## src/logic/gdeio_pkg.sv

```systemverilog
// Constants shared by the dual-edge I/O cell and its helpers.
// Assumes one system clock; launch and capture clocks arrive as inputs.
`default_nettype none
package gdeio_pkg;
    localparam int GDEIO_FIFO_DEPTH = 4;
    localparam int GDEIO_WORD_W = 2;
    localparam int GDEIO_SYNC_W = 3;
    localparam int GDEIO_SYNC_PAD = 0;
    localparam int GDEIO_SYNC_LAUNCH = 1;
    localparam int GDEIO_SYNC_CAPTURE = 2;
    localparam int GDEIO_RISING_SLOT = 0;
    localparam int GDEIO_FALLING_SLOT = 1;
    localparam logic GDEIO_EDGE_RISE = 1'h0;
    localparam logic GDEIO_EDGE_FALL = 1'h1;
    localparam logic [1:0] GDEIO_CORE_IN_RST = 2'h0;
    localparam logic [1:0] GDEIO_WORD_RST = 2'h0;
    localparam logic [2:0] GDEIO_SYNC_RST = 3'h0;
    localparam logic GDEIO_PAD_OUT_RST = 1'h0;
    localparam logic GDEIO_PAD_OE_N_RST = 1'h1;
    localparam logic GDEIO_PULL_UP_RST = 1'h1;
    localparam logic GDEIO_PULL_DOWN_RST = 1'h0;
endpackage
`default_nettype wire

```

## src/logic/gdeio_stream_if.sv

```systemverilog
// Valid/ready word stream between the cell and its FIFO.
// Assumes both ends run on the same clock.
`default_nettype none
interface gdeio_stream_if #(parameter int W = 2) ();
    logic wr_valid;
    logic wr_ready;
    logic [W-1:0] wr_data;
    logic rd_valid;
    logic rd_ready;
    logic [W-1:0] rd_data;
    modport fifo (
        input wr_valid, wr_data, rd_ready,
        output wr_ready, rd_valid, rd_data
    );
    modport user (
        output wr_valid, wr_data, rd_ready,
        input wr_ready, rd_valid, rd_data
    );
endinterface
`default_nettype wire

```

## src/logic/gdeio_cell.sv

```systemverilog
// I/O cell logic between core fabric and one bidirectional pad.
// Assumes launch/capture clocks are slow against clk and sampled here.
`default_nettype none
module gdeio_cell
    import gdeio_pkg::*;
#(
    parameter int FIFO_DEPTH = GDEIO_FIFO_DEPTH
) (
    input wire logic clk,
    input wire logic reset_n,
    input wire logic clk_en,
    input wire logic pad_in,
    output logic pad_out,
    output logic pad_oe_n,
    output logic pad_pull_up,
    output logic pad_pull_down,
    input wire logic launch_clock,
    input wire logic capture_clock,
    input wire logic in_reg_en,
    input wire logic out_reg_en,
    input wire logic oe_reg_en,
    input wire logic in_edge_sel,
    input wire logic out_edge_sel,
    input wire logic oe_edge_sel,
    input wire logic out_invert,
    input wire logic dual_edge_io_en,
    input wire logic resync_en,
    input wire logic pair_pad,
    input wire logic dual_capable,
    input wire logic pull_up_req,
    input wire logic pull_down_req,
    input wire logic [3:0] bypass_sel,
    output logic [1:0] core_in,
    input wire logic [1:0] core_out,
    input wire logic core_out_valid,
    output logic core_out_ready,
    input wire logic core_oe,
    output logic bypass_path,
    output logic global_clock_net,
    output logic global_control_net,
    output logic synth_reference_clock,
    output logic camera_link_ref_clock,
    output logic cfg_invalid
);
    logic [GDEIO_SYNC_W-1:0] sync_q;
    logic pad_s;
    logic launch_s;
    logic capture_s;
    logic launch_prev;
    logic capture_prev;
    logic launch_rise;
    logic launch_fall;
    logic cap_rise;
    logic cap_fall;
    logic cap_sel_edge;
    logic launch_sel_edge;
    logic oe_sel_edge;
    logic dual_eff;
    logic resync_eff;
    logic out_pop;
    logic inv_en;
    logic fall_hold;
    logic [1:0] cur_word;
    logic [1:0] stage_word;

    gdeio_stream_if #(.W(GDEIO_WORD_W)) os ();

    gdeio_sync #(.W(GDEIO_SYNC_W)) u_sync (
        .clk(clk),
        .reset_n(reset_n),
        .clk_en(clk_en),
        .d({capture_clock, launch_clock, pad_in}),
        .q(sync_q)
    );

    gdeio_fifo #(.W(GDEIO_WORD_W), .DEPTH(FIFO_DEPTH)) u_fifo (
        .clk(clk),
        .reset_n(reset_n),
        .clk_en(clk_en),
        .s(os)
    );

    assign pad_s = sync_q[GDEIO_SYNC_PAD];
    assign launch_s = sync_q[GDEIO_SYNC_LAUNCH];
    assign capture_s = sync_q[GDEIO_SYNC_CAPTURE];
    assign launch_rise = launch_s && !launch_prev;
    assign launch_fall = !launch_s && launch_prev;
    assign cap_rise = capture_s && !capture_prev;
    assign cap_fall = !capture_s && capture_prev;
    // Per-register edge choice
    assign cap_sel_edge = (in_edge_sel == GDEIO_EDGE_FALL) ? cap_fall
        : cap_rise;
    assign launch_sel_edge = (out_edge_sel == GDEIO_EDGE_FALL) ? launch_fall
        : launch_rise;
    assign oe_sel_edge = (oe_edge_sel == GDEIO_EDGE_FALL) ? launch_fall
        : launch_rise;
    // Dual edge only on capable single-ended pads
    assign dual_eff = dual_edge_io_en && dual_capable
        && !pair_pad;
    assign resync_eff = dual_eff && resync_en;
    assign inv_en = out_invert && (out_reg_en || dual_eff);

    // Core write side and launch-side pop
    assign os.wr_valid = core_out_valid;
    assign os.wr_data = core_out;
    assign core_out_ready = os.wr_ready;
    assign out_pop = dual_eff ? launch_rise
        : (out_reg_en ? launch_sel_edge : 1'b1);
    assign os.rd_ready = out_pop;

    // Combinational bypass from the raw pad
    assign bypass_path = !in_reg_en && !out_reg_en && !dual_eff
        && pad_in;
    assign global_clock_net = bypass_path && bypass_sel[0];
    assign global_control_net = bypass_path && bypass_sel[1];
    assign synth_reference_clock = bypass_path && bypass_sel[2];
    assign camera_link_ref_clock = bypass_path && bypass_sel[3];

    always_ff @(posedge clk or negedge reset_n) begin
        if (!reset_n) begin
            launch_prev <= 1'b0;
            capture_prev <= 1'b0;
        end else if (clk_en) begin
            launch_prev <= launch_s;
            capture_prev <= capture_s;
        end
    end

    // Input path
    always_ff @(posedge clk or negedge reset_n) begin
        if (!reset_n) begin
            core_in <= GDEIO_CORE_IN_RST;
            fall_hold <= 1'b0;
        end else if (clk_en) begin
            if (resync_eff) begin
                if (cap_fall) begin
                    fall_hold <= pad_s;
                end
                if (cap_rise) begin
                    core_in <= {fall_hold, pad_s};
                end
            end else if (dual_eff) begin
                if (cap_rise) begin
                    core_in[GDEIO_RISING_SLOT] <= pad_s;
                end
                if (cap_fall) begin
                    core_in[GDEIO_FALLING_SLOT] <= pad_s;
                end
            end else if (in_reg_en) begin
                if (cap_sel_edge) begin
                    core_in <= {1'b0, pad_s};
                end
            end else begin
                core_in <= {1'b0, pad_s};
            end
        end
    end

    // Output data path
    always_ff @(posedge clk or negedge reset_n) begin
        if (!reset_n) begin
            pad_out <= GDEIO_PAD_OUT_RST;
            cur_word <= GDEIO_WORD_RST;
            stage_word <= GDEIO_WORD_RST;
        end else if (clk_en) begin
            if (resync_eff) begin
                if (launch_rise) begin
                    if (os.rd_valid) begin
                        stage_word <= os.rd_data;
                    end
                    cur_word <= stage_word;
                    pad_out <= stage_word[GDEIO_RISING_SLOT] ^ inv_en;
                end
                if (launch_fall) begin
                    pad_out <= cur_word[GDEIO_FALLING_SLOT] ^ inv_en;
                end
            end else if (dual_eff) begin
                if (launch_rise && os.rd_valid) begin
                    cur_word <= os.rd_data;
                    pad_out <= os.rd_data[GDEIO_RISING_SLOT]
                        ^ inv_en;
                end
                if (launch_fall) begin
                    pad_out <= cur_word[GDEIO_FALLING_SLOT]
                        ^ inv_en;
                end
            end else if (out_pop && os.rd_valid) begin
                pad_out <= os.rd_data[GDEIO_RISING_SLOT]
                    ^ inv_en;
            end
        end
    end

    // Drive enable, low-active pad enable
    always_ff @(posedge clk or negedge reset_n) begin
        if (!reset_n) begin
            pad_oe_n <= GDEIO_PAD_OE_N_RST;
        end else if (clk_en) begin
            if (!oe_reg_en || oe_sel_edge) begin
                pad_oe_n <= !core_oe;
            end
        end
    end

    // Pulls and configuration check
    always_ff @(posedge clk or negedge reset_n) begin
        if (!reset_n) begin
            pad_pull_up <= GDEIO_PULL_UP_RST;
            pad_pull_down <= GDEIO_PULL_DOWN_RST;
            cfg_invalid <= 1'b0;
        end else if (clk_en) begin
            pad_pull_up <= pull_up_req;
            pad_pull_down <= pull_down_req && !pair_pad;
            cfg_invalid <= (dual_edge_io_en && (!dual_capable || pair_pad))
                || (pull_down_req && pair_pad);
        end
    end

    property p_single_in;
        @(posedge clk) disable iff (!reset_n)
        $past(clk_en && !dual_eff && in_reg_en && cap_sel_edge)
            |-> core_in[0] == $past(pad_s);
    endproperty
    a_single_in: assert property (p_single_in)
        else $error("single edge capture wrong");
    property p_dual_fall_in;
        @(posedge clk) disable iff (!reset_n)
        $past(clk_en && dual_eff && !resync_en && cap_fall)
            |-> core_in[1] == $past(pad_s);
    endproperty
    a_dual_fall_in: assert property (p_dual_fall_in)
        else $error("falling sample not on bit 1");
    property p_resync_pair;
        @(posedge clk) disable iff (!reset_n)
        $past(clk_en && resync_eff && cap_rise)
            |-> core_in == {$past(fall_hold), $past(pad_s)};
    endproperty
    a_resync_pair: assert property (p_resync_pair)
        else $error("resync pair misaligned");
    property p_resync_steady;
        @(posedge clk) disable iff (!reset_n)
        $past(clk_en && resync_eff && !cap_rise)
            |-> core_in == $past(core_in);
    endproperty
    a_resync_steady: assert property (p_resync_steady)
        else $error("resync changed off rising edge");
    property p_invalid;
        @(posedge clk) disable iff (!reset_n)
        $past(clk_en && dual_edge_io_en && (!dual_capable || pair_pad))
            |-> cfg_invalid && !$past(dual_eff);
    endproperty
    a_invalid: assert property (p_invalid)
        else $error("bad dual request not flagged");
    property p_pull_down;
        @(posedge clk) disable iff (!reset_n)
        $past(clk_en && pair_pad) |-> !pad_pull_down;
    endproperty
    a_pull_down: assert property (p_pull_down)
        else $error("pull-down on pair pad");
    property p_oe_hold;
        @(posedge clk) disable iff (!reset_n)
        $past(clk_en && oe_reg_en && !oe_sel_edge)
            |-> pad_oe_n == $past(pad_oe_n);
    endproperty
    a_oe_hold: assert property (p_oe_hold)
        else $error("enable register moved off edge");
    property p_oe_follow;
        @(posedge clk) disable iff (!reset_n)
        $past(clk_en && !oe_reg_en) |-> pad_oe_n == !$past(core_oe);
    endproperty
    a_oe_follow: assert property (p_oe_follow)
        else $error("driver enable wrong");

    property p_bypass;
        @(posedge clk) disable iff (!reset_n)
        (!in_reg_en && !out_reg_en && !dual_eff) |-> bypass_path == pad_in;
    endproperty
    a_bypass: assert property (p_bypass)
        else $error("bypass not combinational");

    property p_out_reg;
        @(posedge clk) disable iff (!reset_n)
        $past(clk_en && out_reg_en && !dual_eff && launch_sel_edge
            && os.rd_valid)
            |-> pad_out == ($past(os.rd_data[0]) ^ $past(out_invert));
    endproperty
    a_out_reg: assert property (p_out_reg)
        else $error("registered output value wrong");

    property p_dual_out_fall;
        @(posedge clk) disable iff (!reset_n)
        $past(clk_en && dual_eff && launch_fall)
            |-> pad_out == ($past(cur_word[1]) ^ $past(out_invert));
    endproperty
    a_dual_out_fall: assert property (p_dual_out_fall)
        else $error("falling slot not launched");

    property p_c_resync;
        @(posedge clk) disable iff (!reset_n)
        clk_en && resync_eff && cap_rise;
    endproperty
    c_resync: cover property (p_c_resync);
    property p_c_dual_out;
        @(posedge clk) disable iff (!reset_n)
        clk_en && dual_eff && launch_fall ##[1:50] launch_rise;
    endproperty
    c_dual_out: cover property (p_c_dual_out);
    property p_c_full;
        @(posedge clk) disable iff (!reset_n)
        core_out_valid && !core_out_ready;
    endproperty
    c_full: cover property (p_c_full);
    property p_c_bypass;
        @(posedge clk) disable iff (!reset_n)
        bypass_path && bypass_sel[2];
    endproperty
    c_bypass: cover property (p_c_bypass);
endmodule // gdeio_cell
`default_nettype wire

```

## src/logic/gdeio_fifo.sv

```systemverilog
// Small word FIFO with honest full and empty.
// Assumes the stream interface width matches W.
`default_nettype none
module gdeio_fifo
    import gdeio_pkg::*;
#(
    parameter int W = GDEIO_WORD_W,
    parameter int DEPTH = GDEIO_FIFO_DEPTH
) (
    input wire logic clk,
    input wire logic reset_n,
    input wire logic clk_en,
    gdeio_stream_if.fifo s
);
    localparam int AW = $clog2(DEPTH);
    localparam logic [AW-1:0] LAST = AW'(DEPTH - 1);
    localparam logic [AW:0] FULL = (AW + 1)'(DEPTH);
    logic [W-1:0] mem [DEPTH];
    logic [AW-1:0] wr_ptr;
    logic [AW-1:0] rd_ptr;
    logic [AW:0] count;
    logic push;
    logic pop;

    assign push = s.wr_valid && s.wr_ready;
    assign pop = s.rd_valid && s.rd_ready;
    assign s.wr_ready = (count != FULL);
    assign s.rd_valid = (count != '0);
    assign s.rd_data = mem[rd_ptr];

    always_ff @(posedge clk) begin
        if (clk_en && push) begin
            mem[wr_ptr] <= s.wr_data;
        end
    end

    always_ff @(posedge clk or negedge reset_n) begin
        if (!reset_n) begin
            wr_ptr <= '0;
            rd_ptr <= '0;
        end else if (clk_en) begin
            if (push) begin
                wr_ptr <= (wr_ptr == LAST) ? '0 : wr_ptr + 1'b1;
            end
            if (pop) begin
                rd_ptr <= (rd_ptr == LAST) ? '0 : rd_ptr + 1'b1;
            end
        end
    end

    always_ff @(posedge clk or negedge reset_n) begin
        if (!reset_n) begin
            count <= '0;
        end else if (clk_en) begin
            case ({push, pop})
                2'h2: count <= count + 1'b1;
                2'h1: count <= count - 1'b1;
                default: count <= count;
            endcase
        end
    end
endmodule // gdeio_fifo
`default_nettype wire

```

## src/logic/gdeio_sync.sv

```systemverilog
// Three-stage synchroniser; output moves once stages two and three agree.
// Assumes inputs are asynchronous to clk.
`default_nettype none
module gdeio_sync
    import gdeio_pkg::*;
#(
    parameter int W = GDEIO_SYNC_W
) (
    input wire logic clk,
    input wire logic reset_n,
    input wire logic clk_en,
    input wire logic [W-1:0] d,
    output logic [W-1:0] q
);
    logic [W-1:0] ff1;
    logic [W-1:0] ff2;
    logic [W-1:0] ff3;

    always_ff @(posedge clk or negedge reset_n) begin
        if (!reset_n) begin
            ff1 <= '0;
            ff2 <= '0;
            ff3 <= '0;
            q <= '0;
        end else if (clk_en) begin
            ff1 <= d;
            ff2 <= ff1;
            ff3 <= ff2;
            for (int i = 0; i < W; i++) begin
                if (ff2[i] == ff3[i]) begin
                    q[i] <= ff3[i];
                end
            end
        end
    end
endmodule // gdeio_sync
`default_nettype wire

```

## config.mk

```make
export PLATFORM = sky130hd
export DESIGN_NAME = gdeio_cell
export DESIGN_NICKNAME = d
export VERILOG_FILES = /design/src/logic/gdeio_pkg.sv /design/src/logic/gdeio_stream_if.sv /design/src/logic/gdeio_cell.sv /design/src/logic/gdeio_fifo.sv /design/src/logic/gdeio_sync.sv
export SDC_FILE = /design/constraint.sdc
export NUM_CORES = 1
export LEC_CHECK = 0
export BUFFER_PORTS_ARGS = -buffer_cell sky130_fd_sc_hd__buf_2
export CAP_MARGIN = 10
export CORE_MARGIN = 2
export CORE_UTILIZATION = 40
export CTS_BUF_LIST = sky130_fd_sc_hd__clkbuf_16
export CTS_CLUSTER_DIAMETER = 100
export CTS_CLUSTER_SIZE = 25
export DETAILED_ROUTE_END_ITERATION = 16
export PLACE_DENSITY_LB_ADDON = 0.12
export RECOVER_POWER = 25
export SKIP_CTS_REPAIR_TIMING = 1
export SLEW_MARGIN = 20
export SYNTH_ARGS = -nofsm -noshare
export SYNTH_HDL_FRONTEND = slang
export SYNTH_SLANG_ARGS = --single-unit
```

## constraint.sdc

```tcl
create_clock -name clk -period 2.3 [get_ports clk]
set_clock_uncertainty 0.1 [all_clocks]
set_input_delay 0.46 -clock clk [delete_from_list [all_inputs] [get_ports clk]]
set_output_delay 0.46 -clock clk [all_outputs]
set_load 0.05 [all_outputs]
```

==> metrics.csv, run 1 <==
stage;metric;value;unit
worst_setup_path;capturing point of the worst reg2reg path;u_fifo.count[2];
route;Vias;1484;
route;drt pass-1 iters;4;
worst_setup_path;crit path kind;input port to primary output;
worst_setup_path;kind of start point of the critical path;input port;
hold_path;worst hold path type;input port to flop;
sta;crit share post-route;96.4;%
placement;Buffers on Ports;39;
global_route;Global Route Usage Sum;15.1;%
route;remaining antenna violation count;0;
worst_setup_path;worst r2r src;u_sync.q[1];
route;Via density;4.90;
worst_setup_path;crit path max fanout;5;
power_and_ir_drop;P per Cell Area;993;nW/um^2
worst_setup_path;reg2reg path depth;10;
global_route;initial antenna violation count;0;
route;drt first-iter violations;85;
synthesis;asr flop ratio synth;80.0;%
die;I/O pins;40;
clock_network;CTS tree;yes;
sta;endpoints failing hold;0;
power_and_ir_drop;leak pwr;1.18;nW
synthesis;sequential cell area fraction in the yosys report;50.6;%
final_layout;utilization after layout;51.5;%
die;die width;75.8;microns
final_layout;Final nets;268;
route;DR DRC count;0;
final_layout;Area Overhead vs Synth;26.0;%
final_layout;antenna fix cells;0;
worst_setup_path;slack of the worst reg-to-reg path;0.19;ns
synthesis;syn_area_per_cell;11.4;sq um
clock_network;Max clock buf depth;2;
clock_network;clock-pin slew on the worst setup and hold paths;0.05;ns
global_route;vias in the first global route;1452;
final_layout;share of cells above drive strength 1;36.5;%
power_and_ir_drop;worst vdd ir;0.000437;V
die;Rows;26;
global_route;largest net degree at the start of global routing;33;
placement;gpl congestion;0.823;
die;Die Area;5740;sq um
sta;FMAX;451;MHz
synthesis;Cell Area, Synth;2060;sq um
clock_network;clk_lat worst skew;0.28;ns
hold_path;hold path depth;2;
synthesis;Cells after Synth;181;
sta;Final min period;2.22;ns
synthesis;Synth warnings;0;
clock_network;CTS H-Tree Depth;2;
hold_path;Hold Path Origin;core_oe;
worst_setup_path;Crit. End Element;primary output;
worst_setup_path;Req. time, crit path;1.74;ns
sta;Slew HR;-10.6;%
placement;dpl cell area;2400;sq um
route;drt total wl;3990;microns
sta;Slew @ Worst Pin;1.66;ns
route;Avg WL per Cell;13.2;microns
placement;DP HPWL;3050;microns
die;height of the die;75.8;microns
synthesis;Syn Nets;217;
clock_network;clock sinks;40;
die;Initial Utilization;40.9;%
synthesis;EDFF count, synth;8;
sta;setup violators final;0;
global_route;grt total ovfl;0;
global_route;first-pass GRT wire length;6460;microns
flow_run;max cap viols;1;
worst_setup_path;Crit path arrival time;1.66;ns
synthesis;Main synth FF type;dfrtp_1;
synthesis;#FFs+latches synth;40;
synthesis;Distinct cells, synth;42;
run_status;violated checks;max-capacitance violations, max-slew violations;
sta;Final Max Slew Viols;33;
die;core area;5040;sq um
hold_path;WHS Endpoint;pad_oe_n;
run_status;outcome;complete, but fails checks;
final_layout;design area;2600;sq um
clock_network;CTS Root Buffer Type;clkbuf_16;
clock_network;CTS Buf Count;5;
[state kept, by name, indices dropped and copies added, names as in the netlist, 2 cells and up]
| signal | cells |
|---|---|
| core_in | 2 |
| stage_word | 2 |
| u_fifo.count | 3 |
| u_fifo.mem | 8 |
| u_fifo.rd_ptr | 2 |
| u_fifo.wr_ptr | 2 |
| u_sync.ff1 | 3 |
| u_sync.ff2 | 3 |
| u_sync.ff3 | 3 |
| u_sync.q | 3 |
[area by class of cell]
class,instances,area (sq um)
clock inverter,3,12.5
inverter,11,41.3
timing repair buffer,50,302
multi-input combinational,124,986
tap,70,87.6
sequential,40,1040
fill,457,2440
clock buffer,5,125
[layer usage]
layer / wire length (microns) / track usage [%]
met5: 0 / 0
met4: 56 / 5.85
met3: 239 / 3.44
met2: 1900 / 25.4
met1: 1780 / 18.8
[critical path: stages]
cell and delay (ns):
buf_2 0.11, and3b_2 0.21, buf_4 0.14, nor4b_4 0.37, and2_4 0.22, buf_8 0.14
[per-stage QoR]
stage	setup TNS, ns	cells	total power [W]	setup slack, ns	hold slack [ns]
5_1_grt	-0.00155	303	0.00277	-0.00155	0.253
6_report	0	303	0.00258	0.0836	0.238
2_1_floorplan	-0.583	181	0.00169	-0.146	0.0644
4_1_cts	-0.124	301	0.00259	-0.0338	0.144
3_3_place_gp	0	293	0.00188	0.0385	0.366
3_5_place_dp	-0.121	293	0.00193	-0.0329	0.379
[worst max path at each step]
stage	from	to	slack [ns]	cells past startpoint
floorplan	dual_edge_io_en	camera_link_ref_clock	-0.15	4
global placement	dual_edge_io_en	global_control_net	0.04	6
detailed placement	pair_pad	u_fifo.count[2]	-0.03	10
CTS	dual_edge_io_en	camera_link_ref_clock	-0.03	6
global route	dual_capable	global_control_net	-0.002	6
finish	dual_capable	global_control_net	0.08	6
[power by group]
| part | switching [W] | internal [W] |
|---|---|---|
| registers | 0.000146 | 0.000905 |
| logic | 0.000483 | 0.000413 |
| clock network | 0.000244 | 0.000391 |
[layout by cell type, fill, tap and decap left out, drive strengths merged, types with 2 or more instances in the layout]
cell / n
and2: 9
and3: 2
o21ai: 15
nand2: 16
mux2: 18
xnor2: 3
nor2: 6
xor2: 3
mux4: 2
dfrtp: 30
inv: 13
nand2b: 6
clkbuf: 9
mux2i: 4
nor3: 3
buf: 46
a21oi: 12
nand3b: 2
dfstp: 2
nand3: 3
edfxtp: 8
ha: 8
[synth_stat cells, types with 3 or more instances]
cell type	n	share of area, %
nor2_1	6	1.1
nand2b_1	6	1.8
a21oi_1	12	2.9
o21ai_0	8	1.9
clkbuf_1	3	0.55
xnor2_1	3	1.3
inv_1	11	2.0
mux2_2	13	7.1
nand3_1	3	0.73
nand2_1	16	2.9
dfrtp_1	30	36
mux2_1	3	1.6
and2_1	8	2.4
edfxtp_1	8	12
mux2i_1	4	1.9
ha_1	8	4.9
xor2_1	3	1.3
o21ai_1	7	1.7
[cells by family (layout without fill, tap and decap cells)]
group,Yosys count,in the layout,share of synthesized area [%]
AO/OA/AOI/OAI,33,33,8.86
multiplexers,24,24,14.3
XOR/XNOR,6,6,2.55
flip-flops,40,40,50.6
AND/OR/NAND/NOR,52,52,14.3
buffers and inverters,17,69,3.52
adder cells (fa/ha/maj),9,9,5.83
Power figures use the tool's default switching activity.
==> run 2: changes to the inputs <==
ABC_AREA = 1   (was unset)
SYNTH_HIERARCHICAL = 1   (was unset)
==> run 2 against run 1 <==
The flow still finishes with violations (max-capacitance violations, max-slew violations). Cell count rose by 31%. Utilization shrank 0.72 points. Synthesized area increased by 7.6%. Critical path depth up 3. Die area increased by 7.2%. Critical path type unchanged. Critical endpoint unchanged. Largest cell class unchanged.
==> metrics.csv, run 2 <==
stage;metric;value;unit;change
synthesis;Cells after Synth;272;;+50%
placement;pre-CTS setup slack;0.0158;ns;+0.0487 ns
worst_setup_path;most frequent CP cell;buf_2;;
global_route;first-pass GRT wire length;7500;microns;+16%
placement;dpl cell area;2550;sq um;+6.2%
placement;post-placement cell count;387;;+32%
sta;Final Max Slew Viols;33;;unchanged
sta;endpoints failing hold;0;;unchanged
global_route;Global Route Usage Sum;15.6;%;+0.54 points
synthesis;#FFs+latches synth;40;;unchanged
synthesis;syn_area_per_cell;8.16;sq um;-28%
die;height of the die;78.5;microns;+3.5%
global_route;initial antenna violation count;0;;unchanged
synthesis;sequential cell area fraction in the yosys report;47.0;%;-3.6 points
worst_setup_path;Req. time, crit path;1.74;ns;about the same
route;Via density;4.62;;-5.6%
worst_setup_path;kind of start point of the critical path;input port;;
placement;Buffers on Ports;39;;unchanged
sta;crit share post-route;92.0;%;-4.4 points
final_layout;utilization after layout;50.8;%;-0.72 points
synthesis;largest cells by area after synthesis;dfrtp_1 34%, nand2_1 13%, edfxtp_1 11%;;
synthesis;top-count cell post-synth;nand2_1;;
synthesis;Synth area leader;dfrtp_1;;
route;DR DRC count;0;;unchanged
final_layout;Fillers;538;;+18%
worst_setup_path;Critical Path Start;pair_pad;;
worst_setup_path;worst r2r src;u_sync/q[1];;
synthesis;EDFF count, synth;8;;unchanged
global_route;gr busiest metal;met2;;
die;Initial Utilization;40.8;%;-0.11 points
placement;DP HPWL;3290;microns;+8.0%
clock_network;CTS H-Tree Depth;2;;unchanged
worst_setup_path;stages on the worst setup path;9;;+3
final_layout;commonest non-fill, non-tap cell in the layout;nand2_1;;
route;drt pass-1 iters;4;;unchanged
final_layout;Sequential Area;1040;sq um;-0.12%
clock_network;clock-pin slew on the worst setup and hold paths;0.06;ns;about the same
worst_setup_path;reg2reg path depth;11;;+1
route;drt total wl;4460;microns;+12%
synthesis;Main synth FF type;dfrtp_1;;
die;I/O pins;40;;unchanged
worst_setup_path;Crit path arrival time;1.56;ns;-0.10 ns
clock_network;clock sinks;40;;unchanged
synthesis;Yosys top cell area share;33.8;%;-2.6 points
power_and_ir_drop;overall power;0.00280;W;+8.5%
global_route;met3 Usage GRT;4.25;%;+0.81 points
worst_setup_path;CP endpoint;global_control_net;;
global_route;largest net degree at the start of global routing;33;;unchanged
synthesis;Distinct cells, synth;32;;-24%
synthesis;asr flop ratio synth;80.0;%;unchanged
sta;Slew HR;-19.4;%;-8.9 points
worst_setup_path;slack of the worst reg-to-reg path;0.20;ns;about the same
die;die width;78.5;microns;+3.5%
power_and_ir_drop;P per Cell Area;1010;nW/um^2;+2.0%
sta;RSZ-0062 raised after global routing;no;;
final_layout;design area;2760;sq um;+6.4%
final_layout;Area Overhead vs Synth;24.6;%;
global_route;vias in the first global route;1650;;+14%
sta;Final min period;2.12;ns;-0.101 ns
worst_setup_path;critical path's slowest cell;buf_2;;
final_layout;number of flip-flops in the largest register;8;;unchanged
final_layout;Finished Layout Cells;396;;+31%
final_layout;share of cells above drive strength 1;25.0;%;-11 points
sta;final worst slack;0.184;ns;+0.101 ns
global_route;met2 GRT Util;24.6;%;-0.81 points
die;Die Area;6160;sq um;+7.2%
sta;setup violators final;0;;unchanged
worst_setup_path;delay of the slowest critical-path stage;0.26;ns;-0.11 ns
power_and_ir_drop;leak pwr;1.40;nW;+18%
synthesis;Synth warnings;6;;+6
placement;gpl congestion;0.767;;-6.8%
flow_run;max cap viols;1;;unchanged
synthesis;top post-synthesis cells by count;75 x nand2_1, 49 x inv_1, 30 x dfrtp_1;;
worst_setup_path;Crit. End Element;primary output;;
sta;Slew @ Worst Pin;1.79;ns;+0.133 ns
clock_network;CTS Buf Count;5;;unchanged
die;Rows;27;;+3.8%
route;drt first-iter violations;104;;+22%
run_status;violated checks;max-capacitance violations, max-slew violations;;
final_layout;Final nets;359;;+34%
route;remaining antenna violation count;0;;unchanged
worst_setup_path;crit path max fanout;5;;unchanged
route;Avg WL per Cell;11.3;microns;-14%
hold_path;worst hold path type;input port to flop;;
global_route;GR Util met1;20.9;%;+2.1 points
synthesis;Cell Area, Synth;2220;sq um;+7.6%
synthesis;Syn Nets;308;;+42%
power_and_ir_drop;worst vdd ir;0.000321;V;-27%
sta;FMAX;473;MHz;+4.8%
clock_network;CTS tree;yes;;
final_layout;register bank with the most flops;u_fifo/mem;;
run_status;outcome;complete, but fails checks;;
final_layout;area occupied by multi-input gates;992;sq um;+0.63%
worst_setup_path;crit path cell chain;buf_2, inv_2, nand3_4, buf_4, nand2_4, nor3_4, inv_1, nor2_2, buf_2;;
worst_setup_path;CP top delay family;buffers and inverters;;
die;core area;5440;sq um;+7.9%
final_layout;most frequent cells in the layout;75 x nand2_1, 50 x inv_1, 35 x buf_2;;
worst_setup_path;capturing point of the worst reg2reg path;u_fifo/count[1];;
clock_network;Max clock buf depth;2;;unchanged
global_route;grt total ovfl;0;;unchanged
clock_network;clk_lat worst skew;0.28;ns;about the same
clock_network;CTS Root Buffer Type;clkbuf_16;;
route;Vias;1831;;+23%
worst_setup_path;Buf+Inv Stages, Crit Path;5;;+2
final_layout;antenna fix cells;0;;unchanged
worst_setup_path;crit path kind;input port to primary output;;
-- run 2: changes by cell type after synthesis, moves of 7 or more --
cell	before	now
nand3_1	3	16
nand4_1	1	8
and2_1	8	0
inv_1	11	49
nor2_1	6	18
mux2_2	13	0
nand2_1	16	75
-- run 2: metal layers --
metal	vias to the layer above	part of all wire (%)	wire [microns]
li1	964	-	-
met5	-	0	0
met4	0	1.2	55
met1	819	48	2150
met3	6	4.8	215
met2	42	46	2040
-- run 2: worst min-delay path by stage --
stage,from,end,slack [ns],depth (start not counted)
6_report,core_oe,pad_oe_n,0.23,2
5_1_grt,core_oe,pad_oe_n,0.23,2
4_1_cts,reset_n,u_fifo/count[0],0.17,1
3_5_place_dp,pad_pull_up,pad_pull_up,0.35,2
3_3_place_gp,pad_pull_up,pad_pull_up,0.35,2
2_1_floorplan,reset_n,capture_prev,0.06,0
-- run 2: worst reg2reg max path: stages, from the launching register on --
cell and delay, ns:
dfrtp_1 0.39, buf_4 0.15, ha_4 0.16, nand2_1 0.06, nand3_1 0.07, nand2_1 0.08, nand2_2 0.06, a21boi_2 0.15
ha_2 0.19, inv_1 0.08, fa_2 0.44, a21oi_1 0.12
-- run 2: cell families after synthesis --
logic type / synth area share [%]
flip-flops: 47.0
XOR/XNOR: 0.395
AND/OR/NAND/NOR: 27.6
adder cells (fa/ha/maj): 5.41
buffers and inverters: 10.0
AO/OA/AOI/OAI: 9.53
-- run 2: where the power goes --
group          switching (W)  internal (W)
clock network       0.000271      0.000617
registers           0.000139      0.000894
logic               0.000553      0.000326
total               0.000963       0.00184
-- run 2: final cells by class --
class	count	area share [%]
clock buffer	5	4.53
clock inverter	3	2.31
inverter	51	6.93
multi-input combinational	177	35.9
sequential	40	37.8
tap	72	3.26
timing repair buffer	48	9.33
-- run 2: stage by stage --
| step | setup TNS, ns | hold slack [ns] |
|---|---|---|
| 3_3_place_gp | 0 | 0.352 |
| 2_1_floorplan | -0.163 | 0.0644 |
| 3_5_place_dp | 0 | 0.354 |
| 6_report | 0 | 0.227 |
| 4_1_cts | -0.0101 | 0.173 |
| 5_1_grt | 0 | 0.230 |
==> run 3: changes to the inputs <==
GPL_TIMING_DRIVEN = 0   (was unset)
==> run 3 against run 2 <==
The run now ends clean. Clock power down 10%. Wire length up 1.7%. Critical path depth grew 5. Global-route usage is 0.52 points higher. Final area rose by 1.9%. Count of clock-buffer cells in the layout is the same. First-iteration DRC count decreased by 1.9%. Sequential power is essentially flat. Worst hold slack worse by 0.083 ns. Cell count rose by 1.5%. Critical path type is now flop to flop. Largest cell class unchanged.
==> metrics.csv, run 3 (synthesis results as in run 2) <==
stage;metric;value;unit;change
clock_network;clock-pin slew on the worst setup and hold paths;0.06;ns;about the same
clock_network;CTS tree;yes;;
placement;gpl congestion;0.770;;+0.42%
worst_setup_path;crit path kind;flop to flop;;
sta;crit share post-route;95.8;%;+3.8 points
die;core area;5440;sq um;unchanged
worst_setup_path;Crit path arrival time;2.33;ns;+0.77 ns
sta;Final Max Slew Viols;0;;-100%
clock_network;Max clock buf depth;2;;unchanged
clock_network;CTS H-Tree Depth;2;;unchanged
die;I/O pins;40;;unchanged
worst_setup_path;CP top delay family;adder cells;;
final_layout;Final nets;365;;+1.7%
route;Vias;1859;;+1.5%
final_layout;share of cells above drive strength 1;29.7;%;+4.7 points
final_layout;Fillers;528;;-1.9%
route;drt pass-1 iters;4;;unchanged
sta;Final min period;2.20;ns;+0.0879 ns
worst_setup_path;crit path max fanout;4;;-1
hold_path;worst hold path type;input port to asynchronous set/reset pin;;
sta;Slew @ Worst Pin;0.749;ns;-1.04 ns
die;Initial Utilization;40.8;%;unchanged
flow_run;max cap viols;0;;-1
global_route;initial antenna violation count;0;;unchanged
route;remaining antenna violation count;0;;unchanged
final_layout;antenna fix cells;0;;unchanged
run_status;outcome;complete, no violations;;
sta;RSZ-0062 raised after global routing;yes;;
die;die width;78.5;microns;unchanged
final_layout;utilization after layout;51.8;%;+0.97 points
clock_network;clk_lat worst skew;0.28;ns;about the same
power_and_ir_drop;P per Cell Area;993;nW/um^2;-2.0%
placement;Buffers on Ports;39;;unchanged
final_layout;Sequential Area;1040;sq um;+0.12%
worst_setup_path;Req. time, crit path;2.42;ns;+0.68 ns
final_layout;most frequent cells in the layout;71 x nand2_1, 46 x inv_1, 38 x buf_2;;
power_and_ir_drop;worst vdd ir;0.000405;V;+26%
global_route;first-pass GRT wire length;7710;microns;+2.9%
route;DR DRC count;0;;unchanged
worst_setup_path;critical path's slowest cell;dfrtp_1;;
placement;dpl cell area;2520;sq um;-1.1%
sta;endpoints failing hold;0;;unchanged
final_layout;area occupied by multi-input gates;1020;sq um;+2.5%
worst_setup_path;delay of the slowest critical-path stage;0.41;ns;+0.15 ns
sta;setup violators final;0;;unchanged
power_and_ir_drop;leak pwr;1.42;nW;+1.7%
global_route;grt total ovfl;0;;unchanged
route;drt total wl;4540;microns;+1.7%
sta;Slew HR;50.1;%;+70 points
route;Avg WL per Cell;11.3;microns;+0.19%
final_layout;register bank with the most flops;u_fifo/mem;;
final_layout;commonest non-fill, non-tap cell in the layout;nand2_1;;
placement;DP HPWL;3220;microns;-2.3%
die;Die Area;6160;sq um;unchanged
final_layout;design area;2820;sq um;+1.9%
worst_setup_path;Crit. End Element;flop;;
die;Rows;27;;unchanged
worst_setup_path;kind of start point of the critical path;flop;;
sta;worst hold slack;0.145;ns;-0.0825 ns
global_route;largest net degree at the start of global routing;33;;unchanged
route;drt first-iter violations;102;;-1.9%
die;height of the die;78.5;microns;unchanged
global_route;vias in the first global route;1657;;+0.42%
clock_network;CTS Buf Count;5;;unchanged
final_layout;number of flip-flops in the largest register;8;;unchanged
clock_network;CTS Root Buffer Type;clkbuf_16;;
worst_setup_path;crit path cell chain;inv_2, ha_4, nand2_1, nand3_1, nand2_1, nand2_2, a21boi_2, ha_2, inv_2, fa_2, nand2_2, buf_4, nand4_1, nand2_1;;
sta;FMAX;454;MHz;-4.0%
worst_setup_path;most frequent CP cell;nand2_1;;
final_layout;Area Overhead vs Synth;27.0;%;
route;Via density;4.62;;about the same
worst_setup_path;Buf+Inv Stages, Crit Path;3;;-2
clock_network;clock sinks;40;;unchanged
global_route;Global Route Usage Sum;16.1;%;+0.52 points
[run 3: changes by cell type in the layout (fill, tap and decap cells not counted), moves of 2 or more]
| cell | delta |
|---|---|
| inv_1 | -4 |
| nand2_1 | -4 |
| nand2_2 | +4 |
| buf_2 | +3 |
| inv_2 | +3 |
| buf_4 | +2 |
| buf_6 | +2 |
[run 3: worst reg2reg max path: stages (launching register included)]
cell      delay, ns
dfrtp_1        0.41
inv_2          0.10
ha_4           0.15
nand2_1        0.05
nand3_1        0.06
nand2_1        0.06
nand2_2        0.10
a21boi_2       0.17
ha_2           0.21
inv_2          0.05
fa_2           0.35
nand2_2        0.08
buf_4          0.10
nand4_1        0.08
nand2_1        0.07
[run 3: final timing paths]
path                             startpoint               end  slack [ns]  cells after the start
worst max-delay path            launch_prev   u_fifo/count[2]         0.1                     14
worst max register to register  launch_prev   u_fifo/count[2]         0.1                     14
min in group clk                    core_oe          pad_oe_n        0.23                      2
worst min register to register  pad_pull_up       pad_pull_up        0.36                      2
worst min-delay path                reset_n  u_fifo/rd_ptr[1]        0.14                      1
max in group asynchronous           reset_n       u_sync/q[1]        1.44                      1
[run 3: layout make-up]
cell class / count / share of cell area [%]
plain buffers: 4 / 1.11
clock buffers: 5 / 4.44
clock inverters: 3 / 1.47
inverters: 51 / 6.80
multi-input cells: 177 / 36.1
flip-flops and latches: 40 / 37.1
well taps: 72 / 3.20
repair buffers: 50 / 9.77
[run 3: report_power, final]
part	leakage (nW)	internal (W)	switching, W	total, W
sequential	0.463	0.000895	0.000124	0.00102
clock	0.0841	0.000510	0.000284	0.000795
combinational	0.875	0.000382	0.000601	0.000984
total	1.42	0.00179	0.00101	0.00280
[run 3: layer usage]
metal,wire length [microns],global-route usage [%],vias to the layer above
li1,-,-,980
met1,2230,22.1,843
met2,2060,25.0,29
met3,174,3.79,7
met4,63,5.79,0
met5,0,0,-
[run 3: stage by stage]
step	power, W	TNS, ns	cells	worst slack [ns]
6_report	0.00280	0	402	0.0963
3_5_place_dp	0.00189	-0.324	383	-0.223
5_1_grt	0.00302	-0.0280	402	-0.0280
2_1_floorplan	0.00167	-0.163	272	-0.0408
4_1_cts	0.00269	-0.366	391	-0.239
3_3_place_gp	0.00187	-0.289	383	-0.196
